$ cat src/cgmos_consts.vh
// constants for the clock generator mode, select and output suspend registers
`ifndef CGMOS_CONSTS_VH
`define CGMOS_CONSTS_VH

// register offsets
`define CGMOS_ADDR_SRC      8'h00
`define CGMOS_ADDR_IDX      8'h01
`define CGMOS_ADDR_PSE      8'h02
`define CGMOS_ADDR_FSN      8'h03

// reset values
`define CGMOS_RST_SRC       8'h00
`define CGMOS_RST_IDX       8'h00
`define CGMOS_RST_PSE       8'h02
`define CGMOS_RST_FSN       8'h02

// implemented bits, reserved bits read as zero
`define CGMOS_MASK_SRC      8'h01
`define CGMOS_MASK_IDX      8'h07
`define CGMOS_MASK_PSE      8'hCF
`define CGMOS_MASK_FSN      8'h4F
`define CGMOS_MASK_OUT      7'h4F

// field positions
`define CGMOS_SRC_BIT       0
`define CGMOS_IDX_MSB       2
`define CGMOS_OUT_MSB       6

// serial interface
`define CGMOS_DEV_ADDR      7'h6A
`define CGMOS_BITS_BYTE     4'h8
`define CGMOS_SYNC_RST      6'h03

// lock timing
`define CGMOS_CLK_KHZ       100000
`define CGMOS_LOCK_PU_MS    10
`define CGMOS_LOCK_SD_MS    1

`endif

$ cat src/cgmos_consts_note_unused.v
`timescale 1ns/10ps

$ cat src/cgmos_regs.v
// clock generator mode, configuration select and output suspend registers behind a two-wire serial slave
`timescale 1ns/10ps
`default_nettype none
`include "cgmos_consts.vh"

module cgmos_regs #(
	parameter [6:0] DEV_ADDR    = `CGMOS_DEV_ADDR,
	parameter       LOCK_PU_CYC = `CGMOS_LOCK_PU_MS * `CGMOS_CLK_KHZ,
	parameter       LOCK_SD_CYC = `CGMOS_LOCK_SD_MS * `CGMOS_CLK_KHZ,
	parameter       TMR_W       = 21
) (
	// clock and reset
	input  wire       clk_i,
	input  wire       arst_n_i,
	// serial bus pins
	input  wire       scl_i,
	input  wire       sda_i,
	output reg        sda_o,
	output reg        sda_oe_o,
	// device pins
	input  wire [2:0] sel_pins_i,
	input  wire       shutdown_outen_pin_i,
	// to the clock core
	output reg  [2:0] active_cfg_o,
	output reg  [6:0] out_enable_o,
	output reg        pll_lock_o
);

	localparam [3:0] ST_IDLE = 4'h0;
	localparam [3:0] ST_ADDR = 4'h1;
	localparam [3:0] ST_AACK = 4'h2;
	localparam [3:0] ST_WR   = 4'h3;
	localparam [3:0] ST_WACK = 4'h4;
	localparam [3:0] ST_RD   = 4'h5;
	localparam [3:0] ST_RACK = 4'h6;
	localparam [3:0] ST_WAIT = 4'h7;

	localparam [TMR_W-1:0] PU_CYC = LOCK_PU_CYC[TMR_W-1:0];
	localparam [TMR_W-1:0] SD_CYC = LOCK_SD_CYC[TMR_W-1:0];

	// register read mux with reserved bits forced to zero
	function [7:0] rd_fn;
		input [7:0] a;
		input [7:0] src;
		input [7:0] idx;
		input [7:0] pse;
		input [7:0] fsn;
		begin
			case (a)
				`CGMOS_ADDR_SRC: rd_fn = src & `CGMOS_MASK_SRC;
				`CGMOS_ADDR_IDX: rd_fn = idx & `CGMOS_MASK_IDX;
				`CGMOS_ADDR_PSE: rd_fn = pse & `CGMOS_MASK_PSE;
				`CGMOS_ADDR_FSN: rd_fn = fsn & `CGMOS_MASK_FSN;
				default:         rd_fn = 8'h00;
			endcase
		end
	endfunction

	// three-stage pin synchronisers: {sel[2:0], shutdown, scl, sda}
	reg  [5:0] s1_reg;
	reg  [5:0] s2_reg;
	reg  [5:0] s3_reg;
	reg  [5:0] filt_reg;
	// take stage three when it agrees with stage two, otherwise hold the last agreed level
	wire [5:0] filt_next = (s3_reg & ~(s2_reg ^ s3_reg)) | (filt_reg & (s2_reg ^ s3_reg));

	// configuration registers
	reg [7:0] src_reg;
	reg [7:0] idx_reg;
	reg [7:0] pse_reg;
	reg [7:0] fsn_reg;

	// serial slave state
	reg [3:0] st_reg;
	reg [3:0] cnt_reg;
	reg [7:0] sh_reg;
	reg [7:0] ptr_reg;
	reg       have_ptr_reg;
	reg       nack_reg;

	// lock sequencing
	reg [TMR_W-1:0] tmr_reg;
	reg             sd_prev_reg;
	reg             loaded_reg;

	wire scl_f    = filt_reg[1];
	wire sda_f    = filt_reg[0];
	wire scl_n    = filt_next[1];
	wire sda_n    = filt_next[0];
	wire scl_rise = ~scl_f & scl_n;
	wire scl_fall = scl_f & ~scl_n;
	wire start_c  = scl_f & scl_n & sda_f & ~sda_n;
	wire stop_c   = scl_f & scl_n & ~sda_f & sda_n;
	wire sd_act   = filt_reg[2];
	wire [7:0] rd_data = rd_fn(ptr_reg, src_reg, idx_reg, pse_reg, fsn_reg);

	always @(posedge clk_i or negedge arst_n_i) begin
		if (!arst_n_i) begin
			s1_reg       <= `CGMOS_SYNC_RST;
			s2_reg       <= `CGMOS_SYNC_RST;
			s3_reg       <= `CGMOS_SYNC_RST;
			filt_reg     <= `CGMOS_SYNC_RST;
			src_reg      <= `CGMOS_RST_SRC;
			idx_reg      <= `CGMOS_RST_IDX;
			pse_reg      <= `CGMOS_RST_PSE;
			fsn_reg      <= `CGMOS_RST_FSN;
			st_reg       <= ST_IDLE;
			cnt_reg      <= 4'h0;
			sh_reg       <= 8'h00;
			ptr_reg      <= 8'h00;
			have_ptr_reg <= 1'b0;
			nack_reg     <= 1'b0;
			sda_o        <= 1'b0;
			sda_oe_o     <= 1'b0;
			tmr_reg      <= PU_CYC;
			sd_prev_reg  <= 1'b0;
			pll_lock_o   <= 1'b0;
			loaded_reg   <= 1'b0;
			active_cfg_o <= 3'h0;
			out_enable_o <= 7'h00;
		end else begin
			s1_reg      <= {sel_pins_i, shutdown_outen_pin_i, scl_i, sda_i};
			s2_reg      <= s1_reg;
			s3_reg      <= s2_reg;
			// a change is taken only once stages two and three agree
			filt_reg    <= filt_next;
			sda_o       <= 1'b0;
			sd_prev_reg <= sd_act;

			// bus slave; start and stop win over any bit activity
			if (start_c) begin
				st_reg   <= ST_ADDR;
				cnt_reg  <= 4'h0;
				sda_oe_o <= 1'b0;
			end else if (stop_c) begin
				st_reg   <= ST_IDLE;
				sda_oe_o <= 1'b0;
			end else begin
				case (st_reg)
					ST_ADDR, ST_WR: begin
						if (scl_rise) begin
							sh_reg  <= {sh_reg[6:0], sda_f};
							cnt_reg <= cnt_reg + 4'h1;
						end else if (scl_fall && cnt_reg == `CGMOS_BITS_BYTE) begin
							cnt_reg <= 4'h0;
							if (st_reg == ST_ADDR) begin
								if (sh_reg[7:1] == DEV_ADDR) begin
									sda_oe_o     <= 1'b1;
									nack_reg     <= sh_reg[0];
									have_ptr_reg <= 1'b0;
									st_reg       <= ST_AACK;
								end else begin
									st_reg <= ST_WAIT;
								end
							end else begin
								sda_oe_o <= 1'b1;
								st_reg   <= ST_WACK;
								if (!have_ptr_reg) begin
									ptr_reg      <= sh_reg;
									have_ptr_reg <= 1'b1;
								end else begin
									// host may set reserved bits, masks make that harmless
									case (ptr_reg)
										`CGMOS_ADDR_SRC: src_reg <= sh_reg & `CGMOS_MASK_SRC;
										`CGMOS_ADDR_IDX: idx_reg <= sh_reg & `CGMOS_MASK_IDX;
										`CGMOS_ADDR_PSE: pse_reg <= sh_reg & `CGMOS_MASK_PSE;
										`CGMOS_ADDR_FSN: fsn_reg <= sh_reg & `CGMOS_MASK_FSN;
										default: ;
									endcase
									ptr_reg <= ptr_reg + 8'h01;
								end
							end
						end
					end
					ST_AACK: begin
						if (scl_fall) begin
							if (nack_reg) begin
								// read: nack_reg held the direction bit here
								sh_reg   <= rd_data;
								sda_oe_o <= ~rd_data[7];
								ptr_reg  <= ptr_reg + 8'h01;
								st_reg   <= ST_RD;
							end else begin
								sda_oe_o <= 1'b0;
								st_reg   <= ST_WR;
							end
						end
					end
					ST_WACK: begin
						if (scl_fall) begin
							sda_oe_o <= 1'b0;
							st_reg   <= ST_WR;
						end
					end
					ST_RD: begin
						if (scl_rise) begin
							cnt_reg <= cnt_reg + 4'h1;
						end else if (scl_fall) begin
							if (cnt_reg == `CGMOS_BITS_BYTE) begin
								cnt_reg  <= 4'h0;
								sda_oe_o <= 1'b0;
								st_reg   <= ST_RACK;
							end else begin
								sh_reg   <= {sh_reg[6:0], 1'b0};
								sda_oe_o <= ~sh_reg[6];
							end
						end
					end
					ST_RACK: begin
						if (scl_rise) begin
							nack_reg <= sda_f;
						end else if (scl_fall) begin
							if (nack_reg) begin
								st_reg <= ST_WAIT;
							end else begin
								sh_reg   <= rd_data;
								sda_oe_o <= ~rd_data[7];
								ptr_reg  <= ptr_reg + 8'h01;
								st_reg   <= ST_RD;
							end
						end
					end
					default: ;
				endcase
			end

			// lock timer: power-up load then relock after each shutdown exit
			if (sd_prev_reg && !sd_act) begin
				tmr_reg    <= SD_CYC;
				pll_lock_o <= 1'b0;
			end else if (sd_act) begin
				pll_lock_o <= 1'b0;
			end else if (tmr_reg != {TMR_W{1'b0}}) begin
				tmr_reg    <= tmr_reg - {{(TMR_W-1){1'b0}}, 1'b1};
			end else begin
				pll_lock_o <= 1'b1;
				loaded_reg <= 1'b1;
			end

			// configuration source: register field or synchronised select pins
			active_cfg_o <= src_reg[`CGMOS_SRC_BIT] ? idx_reg[`CGMOS_IDX_MSB:0] : filt_reg[5:3];

			// pin tie overrides the forced bit; all outputs stay off until the first load completes
			// untied outputs keep their enable through shutdown, so they do not follow the relock
			out_enable_o <= {7{loaded_reg}} & `CGMOS_MASK_OUT & fsn_reg[`CGMOS_OUT_MSB:0] &
			                ~(pse_reg[`CGMOS_OUT_MSB:0] & {7{sd_act}});
		end
	end

endmodule // cgmos_regs
`default_nettype wire

$ cat config.mk
export PLATFORM = sky130hd
export DESIGN_NAME = cgmos_regs
export DESIGN_NICKNAME = d
export VERILOG_FILES = /design/src/cgmos_consts_note_unused.v /design/src/cgmos_regs.v
export VERILOG_INCLUDE_DIRS = /design/src
export SDC_FILE = /design/constraint.sdc
export NUM_CORES = 1
export LEC_CHECK = 0
export BUFFER_PORTS_ARGS = -buffer_cell sky130_fd_sc_hd__buf_2
export CORE_MARGIN = 5
export CORE_UTILIZATION = 61
export DETAILED_ROUTE_END_ITERATION = 10
export HOLD_SLACK_MARGIN = 0.08
export PLACE_DENSITY = 0.79
export SLEW_MARGIN = 30
export SYNTH_ARGS = -nofsm -noshare
export SYNTH_HDL_FRONTEND = slang
export SYNTH_SLANG_ARGS = --single-unit
$ cat constraint.sdc
create_clock -name clk_i -period 3.6 [get_ports clk_i]
set_input_delay 0.54 -clock clk_i [delete_from_list [all_inputs] [get_ports clk_i]]
set_output_delay 0.54 -clock clk_i [all_outputs]
set_load 0.01 [all_outputs]
### Word level (Yosys, flattened, before mapping)

Cells that the tools add are included.

| operators by class | value |
|---|---|
| add/subtract/negate cells | 3 |
| equal/unequal tests | 44 |
| mux-type cells | 76 |
| bitwise gates (word level) | 29 |
| reductions and logical operators | 25 |

Operator list:

| cell | number |
|---|---|
| $mux 8 | 18 |
| $mux 4 | 19 |
| $pmux 8 s4 | 2 |
| $mux 21 | 3 |
| $ne 4x4->1 const B | 13 |
| $reduce_and 8->1 | 5 |
| $ne 2x2->1 const B | 16 |
| $mux 1 | 25 |
| $pmux 8 s3 | 1 |
| $reduce_and 11->1 | 2 |
| $and 7x7->7 | 3 |
| $reduce_bool 21->1 | 1 |
| $sub 21x1->21 const B | 1 |
| $pmux 4 s5 | 1 |
| $eq 8x2->1 const B | 2 |
| $not 1->1 | 13 |
| $and 6x6->6 | 2 |
| $eq 4x3->1 const B | 3 |
| $reduce_and 12->1 | 1 |
| $reduce_and 10->1 | 1 |
| $mux 3 | 3 |
| $add 8x1->8 const B | 1 |
| $eq 4x2->1 const B | 2 |
| $eq 8x1->1 const B | 1 |
| 28 further kinds | 38 |

| storage, ports and cells | value |
|---|---|
| register bits after elaboration | 100 |
| input bits | 8 |
| output and inout bits | 13 |
| logic and storage cells | 198 |

### Longest topological paths before layout

Gate-level depths: netlist (run 1).

| depth | value |
|---|---|
| word-level depth | 12 |
| depth in mapped cells | 10 |
| gate-level depth less buffers | 9 |

### Worst setup path before layout (run 1)

No wires, ideal clock.

| path | value |
|---|---|
| path type | register to register |
| start point | reg tmr_reg[0] |
| end point | reg tmr_reg[20] |
| library setup time | 0.120 ns |
| arrival | 2.348 ns |
| required time | 3.480 ns |
| path slack | 1.132 ns |
| stages on the path, launching flop included | 10 |
| buffers on the path | 2 |
| clock period less this slack | 2.468 ns |
| cells stage by stage | dfrtp_1 -> inv_1 -> ha_1 -> or3b_1 -> buf_2 -> or4_1 -> buf_2 -> or4_4 -> a21oi_2 -> o21ai_2 |

| on the way | value |
|---|---|
| word-level cells in the longest chain between the ends | 4 |
| elaborated cells on any way between the ends | 7 |
| classes of those cells | 1 x add/sub; 3 x mux; 3 x reduce/logical |

RTL lines:

| item | line | source |
|---|---|---|
| start: declaration | cgmos_regs.v:82 | `reg [TMR_W-1:0] tmr_reg;` |
| start signal: assignment | cgmos_regs.v:234 | `tmr_reg <= tmr_reg - {{(TMR_W-1){1'b0}}, 1'b1};` |
| $sub 21x1->21 | cgmos_regs.v:234 |  |
| $mux 21 | cgmos_regs.v:233 | `end else if (tmr_reg != {TMR_W{1'b0}}) begin` |
| $mux 21 | cgmos_regs.v:231 | `end else if (sd_act) begin` |
| $mux 21 | cgmos_regs.v:228 | `if (sd_prev_reg && !sd_act) begin` |

Parallel ways exist; a longest one is shown, timed or not. The select of a mux whose other input is x is not followed.
A chain may end at the register's enable or synchronous reset.

### Worst setup path after layout (run 1)

| path | value |
|---|---|
| start point | reg filt_reg[1] |
| end point | reg ptr_reg[0] |

| on the way | value |
|---|---|
| word-level cells in the longest chain between the ends | 7 |
| elaborated cells on any way between the ends | 20 |
| classes of those cells | 5 x eq/ne; 13 x bitwise; 2 x reduce/logical |

RTL lines:

| item | line | source |
|---|---|---|
| start: declaration | cgmos_regs.v:63 | `reg [5:0] filt_reg;` |
| start signal: assignment | cgmos_regs.v:102 | `` filt_reg <= `CGMOS_SYNC_RST; `` |
| start signal: assignment | cgmos_regs.v:126 | `filt_reg <= filt_next;` |
| $and 6x6->6 (*) | cgmos_regs.v:65 | `wire [5:0] filt_next = (s3_reg & ~(s2_reg ^ s3_reg)) \| (filt_reg & (s2_reg ^ s3_reg));` |
| $or 6x6->6 (*) | cgmos_regs.v:65 |  |
| named net filt_next[1] | cgmos_regs.v:65 |  |
| $not 1->1 / $and 1x1->1 (equally long branches) | cgmos_regs.v:91, cgmos_regs.v:92, cgmos_regs.v:93 |  |
| $and 1x1->1 (on tied branches) | cgmos_regs.v:91, cgmos_regs.v:92, cgmos_regs.v:93 |  |
| $logic_and 1x1->1 (no line), or another cell as far along | n/a |  |
| $ne 2x2->1 (no line) / $not 1->1 (equally long branches) | n/a |  |
| $reduce_and 11->1 (no line) (*) | n/a |  |
| end signal: assignment | cgmos_regs.v:159 | `ptr_reg <= sh_reg;` |
| end signal: assignment | cgmos_regs.v:170 | `ptr_reg <= ptr_reg + 8'h01;` |
| end signal: assignment | cgmos_regs.v:181 | `ptr_reg <= ptr_reg + 8'h01;` |
| end: declaration | cgmos_regs.v:77 | `reg [7:0] ptr_reg;` |

Mark *: on every way through the listed nets, which the timed path passes. The rest lies on a longest branch.

==> results.md, run 1 <==
- Status: finished, final reports clean
- Most common cell in the netlist: dfrtp_1
- CP cell instances: a21o_1, o21a_1, ha_1, or4b_1, o22ai_1, o2111ai_2, or3_1, o21ai_0
- Hold endpoint: s1_reg[0]$_DFF_PN1_
- Clk Latency, worst-skew pair: 0.37 ns
- DRT Pass-1 Iters: 5
- CTS max path bufs: 2
- PostCTS Resize Cnt: 0
- Delay-heaviest family, CP: simple AND/OR/NAND/NOR gates
- DRC viols: 0
- Vias: 3,801
- DIE HEIGHT: 99.27 µm
- Leak Pwr: 2.247 nW
- Reg2reg path depth: 8
- Minimum clock period: 2.805 ns
- Unrepaired setup endpoints after global routing: no
- Critical Path Fanout Max: 16
- Post-layout util: 67.84%
- Clock slew at reported path FFs: 0.10 ns
- ANT cells: 0
- Hold depth: 1
- Slowest stage delay, CP: 0.54 ns
- Post-synthesis instance total: 476
- Routed Antenna Nets: 0
- Clock power frac: 23.5%
- GR Util All Layers: 21.08%
- CTS buffer count: 9
- Total congestion overflow: 0
- Die area: 9854 µm²
- Layout fillers: 589
- Post-synth EDFFs: 0
- Post-synth top cells: 80 x dfrtp_1, 35 x nand2_1, 35 x nor2_1
- Worst Skew: 0.01247 ns
- Post-Synthesis Cell Area: 4861 µm²
- Io pins: 21
- Die Wd: 99.27 µm
- Routed wire per std cell: 16.82 µm
- Drt total wl: 9.960 mm
- Area Overhead vs Synth: 7.851%
- Combinational share of power: 25.7%
- Area share of the largest cell type after synthesis: 41.18%
- Root buf cell: clkbuf_8
- Critical Path Start Type: register
- Pin count of the biggest net entering global routing: 69
- Slowest cell on crit path: or4b_1
- Gp weighted congestion: 0.8365
- PwrDens: 574.3 nW/µm²
- Main flop type after synthesis: dfrtp_1
- Top post-synthesis cells by area: dfrtp_1 41%, dfstp_2 9.2%, mux2_2 5.3%
- Bufs and invs on worst path: 0
- Seq/Total Area, Yosys: 50.37%
- Num rows: 32
- Net Sw Power: 1.126 mW
- Async S/R FF share, synth: 100.0%
- Final setup fails: 0
- Iter 0 DRT Violations: 368
- Sum of negative setup slack: 0 ns
- Synth unique cells: 67
- Endpoint class of the critical path: register
- Design Power: 3.011 mW
- Internal: 1.885 mW
- CP Class: reg2reg
- Number of I/O port buffers: 17
- R2R Path End: ptr_reg[0]$_DFFE_PN0P_
- Fmax: 356.5 MHz
- CP arrival: 3.10 ns
- Global-route wire length before repair: 17.04 mm
- H-tree levels: 3
- Max Slew Vio Count: 0
- Sequential share of power: 50.8%
- Detailed-placement wirelength estimate: 6.758 mm
- R2R Path Start: filt_reg[1]$_DFF_PN1_
- Layout cell share with drive strength beyond 1: 18.37%
- Relative slew slack: 35.57%
- Vias in the first global route: 3,495
- Hold Slack: 0.2617 ns
- Worst EP required: 3.89 ns
- Peak VDD IR: 0.3107 mV
- R2R Setup Slk: 0.79 ns
- Clock Sinks: 97
- Synth warn: 0
- Initial Utilization: 62.90%
- Sw frac: 37.40%
- Core ar.: 7727 µm²
- Synth area leader: dfrtp_1
- Final Hold Fails: 0
- Final #Nets: 504
- Max FFs per register: 21
- CTS tree: done
- Tcrit/Tclk final: 77.93%
- Yosys reg bits: 97
- Initial antenna violation count: 0
- Vias per cell: 6.421
- Max-cap viol count: 0
- Syn Area/Cell: 10.21 µm²
- Hold Startpoint: sda_i
- Worst Tran Pin Value: 0.9620 ns
- HP Class: in2reg
-- placed cells by master, fill, tap and decap left out, drive strengths merged, types with 4 or more instances in the layout --
cell type / instances
dfrtp: 80
nor2: 35
nand2: 35
o21ai: 32
a21oi: 31
mux2: 26
buf: 23
inv: 22
dfstp: 17
a31oi: 15
nor3: 15
nand3: 12
ha: 11
clkbuf: 9
or4: 9
or3: 8
nand2b: 7
o22ai: 6
o31ai: 6
a21o: 5
mux2i: 5
maj3: 4
and3: 4
o22a: 4
o41ai: 4
a211oi: 4
o31a: 4
nand4: 4
-- layer usage --
metal	wire, µm	part of all wire [%]	global-route usage (%)
met5	0	0	0
met4	78	0.78	5.777
met3	553	5.6	3.927
met2	4846	49	32.70
met1	4481	45	30.60
-- power by group through the flow --
stage | Clock [mW] | Combinational [mW] | Sequential, mW
5_1_grt | 0.781 | 0.878 | 1.56
3_3_place_gp | 0 | 0.737 | 1.53
6_report | 0.707 | 0.775 | 1.53
2_1_floorplan | 0 | 0.661 | 1.43
4_1_cts | 0.725 | 0.768 | 1.52
3_5_place_dp | 0 | 0.762 | 1.54
-- repair_timing --
item / CTS / global route
hold buffers: 0 / 1
endpoints found under the hold margin: 0 / 13
buffers inserted: 0 / 0
-- kinds of logic (layout without fill, tap and decap cells) --
| logic type | after synthesis | after routing | share of synthesized area (%) |
|---|---|---|---|
| AND/OR/NAND/NOR | 151 | 151 | 16.73 |
| buffers and inverters | 45 | 57 | 3.835 |
| adder cells (fa/ha/maj) | 15 | 15 | 3.655 |
| AO/OA/AOI/OAI | 136 | 136 | 18.28 |
| multiplexers | 31 | 31 | 7.053 |
| other | 1 | 3 | 0.07715 |
| flip-flops | 97 | 97 | 50.37 |
-- cell type report --
type / instances / area (µm²) / area share (%)
Clock inverter: 7 / 76.32 / 1.456
Sequential cell: 97 / 2449 / 46.71
Clock buffer: 9 / 123.9 / 2.363
Multi-Input combinational cell: 336 / 2240 / 42.72
Inverter: 17 / 63.81 / 1.217
Timing Repair Buffer: 24 / 162.7 / 3.103
Tap cell: 102 / 127.6 / 2.434
-- worst max path at each step --
stage	cells past startpoint	to	slack (ns)	from
6_report	8	ptr_reg[0]$_DFFE_PN0P_	0.79	filt_reg[1]$_DFF_PN1_
5_1_grt	8	tmr_reg[15]$_DFFE_PN0P_	0.60	tmr_reg[1]$_DFFE_PN0P_
4_1_cts	8	ptr_reg[0]$_DFFE_PN0P_	0.63	filt_reg[1]$_DFF_PN1_
3_5_place_dp	8	ptr_reg[0]$_DFFE_PN0P_	0.67	filt_reg[1]$_DFF_PN1_
3_3_place_gp	8	ptr_reg[0]$_DFFE_PN0P_	0.81	filt_reg[1]$_DFF_PN1_
2_1_floorplan	9	tmr_reg[20]$_DFFE_PN0P_	1.13	tmr_reg[0]$_DFFE_PN0P_
-- stage by stage --
stage | instances | worst slack (ns) | instance area (µm²)
2_1_floorplan | 478 | 1.132 | 4868
3_3_place_gp | 574 | 0.8070 | 4999
3_5_place_dp | 574 | 0.6666 | 4999
4_1_cts | 590 | 0.6300 | 5199
5_1_grt | 592 | 0.5994 | 5243
6_report | 592 | 0.7947 | 5243
(Power assumes the default switching activity.)
==> inputs of run 2 (changes only) <==
clock period = 2.63 ns   (was 3.6 ns; I/O delays follow)
==> run 2 against run 1 <==
Routed wire length is 1.0% higher. Die area unchanged. Sequential share of layout area fell by 0.86 points. Fmax up 11%.
==> results.md, run 2 (same netlist as run 1, synthesis figures left out) <==
- Number of I/O port buffers: 17 (unchanged)
- Critical Path Fanout Max: 16 (unchanged)
- H-tree levels: 3 (unchanged)
- Routed wire per std cell: 16.68 µm (-0.83%)
- Unrepaired setup endpoints after global routing: yes
- DRT Pass-1 Iters: 5 (unchanged)
- Vias: 3,784 (-0.45%)
- Final Instance Area: 5341 µm² (+1.9%)
- Most common cell after layout, fill and taps aside: dfrtp_1
- Initial antenna violation count: 0 (unchanged)
- Worst Tran Pin Value: 0.8064 ns (-0.1556 ns)
- Die Wd: 99.27 µm (unchanged)
- Vias per cell: 6.275 (-2.3%)
- Area Overhead vs Synth: 9.884%
- Endpoint class of the critical path: register
- Max FFs per register: 21 (unchanged)
- Global-route wire length before repair: 17.28 mm (+1.4%)
- Detailed-placement wirelength estimate: 7.006 mm (+3.7%)
- CP Class: reg2reg
- Initial Utilization: 62.90% (unchanged)
- HP Class: in2reg
- Tcrit/Tclk final: 96.51% (+19 points)
- Final setup fails: 0 (unchanged)
- Max Slew Vio Count: 0 (unchanged)
- Iter 0 DRT Violations: 339 (-7.9%)
- Leak Pwr: 2.303 nW (+2.5%)
- Worst Skew: 0.01722 ns (+0.004752 ns)
- Num rows: 32 (unchanged)
- CP cell instances: a21o_1, o21a_1, ha_1, or4b_1, o22ai_1, o2111ai_1, buf_4, or3_1, o21ai_0
- Status: finished, final reports clean
- CTS buffer count: 9 (unchanged)
- Placed Cells: 585 (+1.9%)
- Relative slew slack: 45.56% (+10 points)
- Pin count of the biggest net entering global routing: 73 (+5.8%)
- Layout cell share with drive strength beyond 1: 20.76% (+2.4 points)
- Root buf cell: clkbuf_8
- CTS max path bufs: 2 (unchanged)
- Combinational share of power: 27.3% (+1.6 points)
- Post-layout util: 69.12% (+1.3 points)
- DIE HEIGHT: 99.27 µm (unchanged)
- Final Hold Fails: 0 (unchanged)
- ANT cells: 0 (unchanged)
- Peak VDD IR: 0.6176 mV (+99%)
- Clk Latency, worst-skew pair: 0.37 ns (about the same)
- Clock power frac: 23.5% (about the same)
- Most frequent cells in the layout: 80 x dfrtp_1, 35 x nor2_1, 35 x nand2_1
- PwrDens: 786.3 nW/µm² (+37%)
- Routed Antenna Nets: 0 (unchanged)
- Internal: 2.631 mW (+40%)
- Vias in the first global route: 3,628 (+3.8%)
- Final Worst Setup Slack: 0.09177 ns (-0.7029 ns)
- Net Sw Power: 1.569 mW (+39%)
- Die area: 9854 µm² (unchanged)
- Io pins: 21 (unchanged)
- Minimum clock period: 2.538 ns (-0.2671 ns)
- DP Worst Slack: 0.02153 ns (-0.6451 ns)
- Critical Path Start Type: register
- Sequential share of power: 49.2% (-1.6 points)
- Sw frac: 37.36% (-0.042 points)
- Bufs and invs on worst path: 1 (+1)
- Slowest cell on crit path: or4b_1
- Post-route insts no fill: 603 (+1.9%)
- Total congestion overflow: 0 (unchanged)
- Worst EP required: 2.92 ns (-0.97 ns)
- Placed inst area: 5094 µm² (+1.9%)
- Gp weighted congestion: 0.9005 (+7.7%)
- Max-cap viol count: 0 (unchanged)
- CP arrival: 2.83 ns (-0.27 ns)
- Clock slew at reported path FFs: 0.11 ns (about the same)
- Fmax: 394.0 MHz (+11%)
- Clock Sinks: 97 (unchanged)
- Slowest stage delay, CP: 0.49 ns (-0.05 ns)
- Delay-heaviest family, CP: simple AND/OR/NAND/NOR gates
- CTS tree: done
- Hold Slack: 0.1140 ns (-0.1477 ns)
- Core ar.: 7727 µm² (unchanged)
- Final #Nets: 515 (+2.2%)
- Drt total wl: 10.06 mm (+1.0%)
- GR Util All Layers: 21.40% (+0.32 points)
- DRC viols: 0 (unchanged)
==> run 2: area by class of cell <==
type,instances,area [µm²]
clock inverter,7,93.84
tap,102,127.6
clock buffer,9,123.9
inverter,17,63.81
multi-input combinational,336,2246
timing repair buffer,35,237.7
fill,592,2386
sequential,97,2449
==> run 2: final timing paths <==
| kind | slack [ns] | endpoint | from | cells past startpoint |
|---|---|---|---|---|
| min in group asynchronous | 0.47 | st_reg[0]$_DFFE_PN0P_ | arst_n_i | 2 |
| max reg2reg | 0.09 | ptr_reg[0]$_DFFE_PN0P_ | filt_reg[1]$_DFF_PN1_ | 9 |
| min reg2reg | 0.36 | s2_reg[4]$_DFF_PN0_ | s1_reg[4]$_DFF_PN0_ | 0 |
| min | 0.11 | s1_reg[2]$_DFF_PN0_ | shutdown_outen_pin_i | 1 |
| max | 0.09 | ptr_reg[0]$_DFFE_PN0P_ | filt_reg[1]$_DFF_PN1_ | 9 |
| max in group asynchronous | 1.46 | tmr_reg[6]$_DFFE_PN1P_ | arst_n_i | 3 |
==> run 2: stage by stage <==
step	power [mW]	TNS, ns
after floorplan	2.857	0
after global placement	3.158	0
after detailed placement	3.208	0
after CTS	4.211	0
after global routing	4.475	-0.05963
final	4.200	0
==> run 2: routing by layer <==
| layer | GRT usage, % | part of all wire, % | vias to the layer above |
|---|---|---|---|
| li1 | - | - | 1795 |
| met1 | 30.24 | 45 | 1838 |
| met2 | 32.54 | 47 | 130 |
| met3 | 5.891 | 6.1 | 21 |
| met4 | 6.303 | 1.5 | 0 |
| met5 | 0 | 0 | - |
==> run 2: timing repair <==
item	CTS	global route
endpoints found under the setup margin	6	19
hold endpoints to repair	21	0
hold buffers	1	0
pin swaps	0	1
setup buffers	0	1
resized for setup	1	3
==> run 2: power by group through the flow <==
| stage | Sequential (mW) | Clock (mW) | Combinational (mW) |
|---|---|---|---|
| 2_1_floorplan | 1.95 | 0 | 0.905 |
| 3_3_place_gp | 2.07 | 0 | 1.09 |
| 3_5_place_dp | 2.08 | 0 | 1.12 |
| 4_1_cts | 2.06 | 1.02 | 1.13 |
| 5_1_grt | 2.10 | 1.08 | 1.29 |
| 6_report | 2.07 | 0.987 | 1.15 |
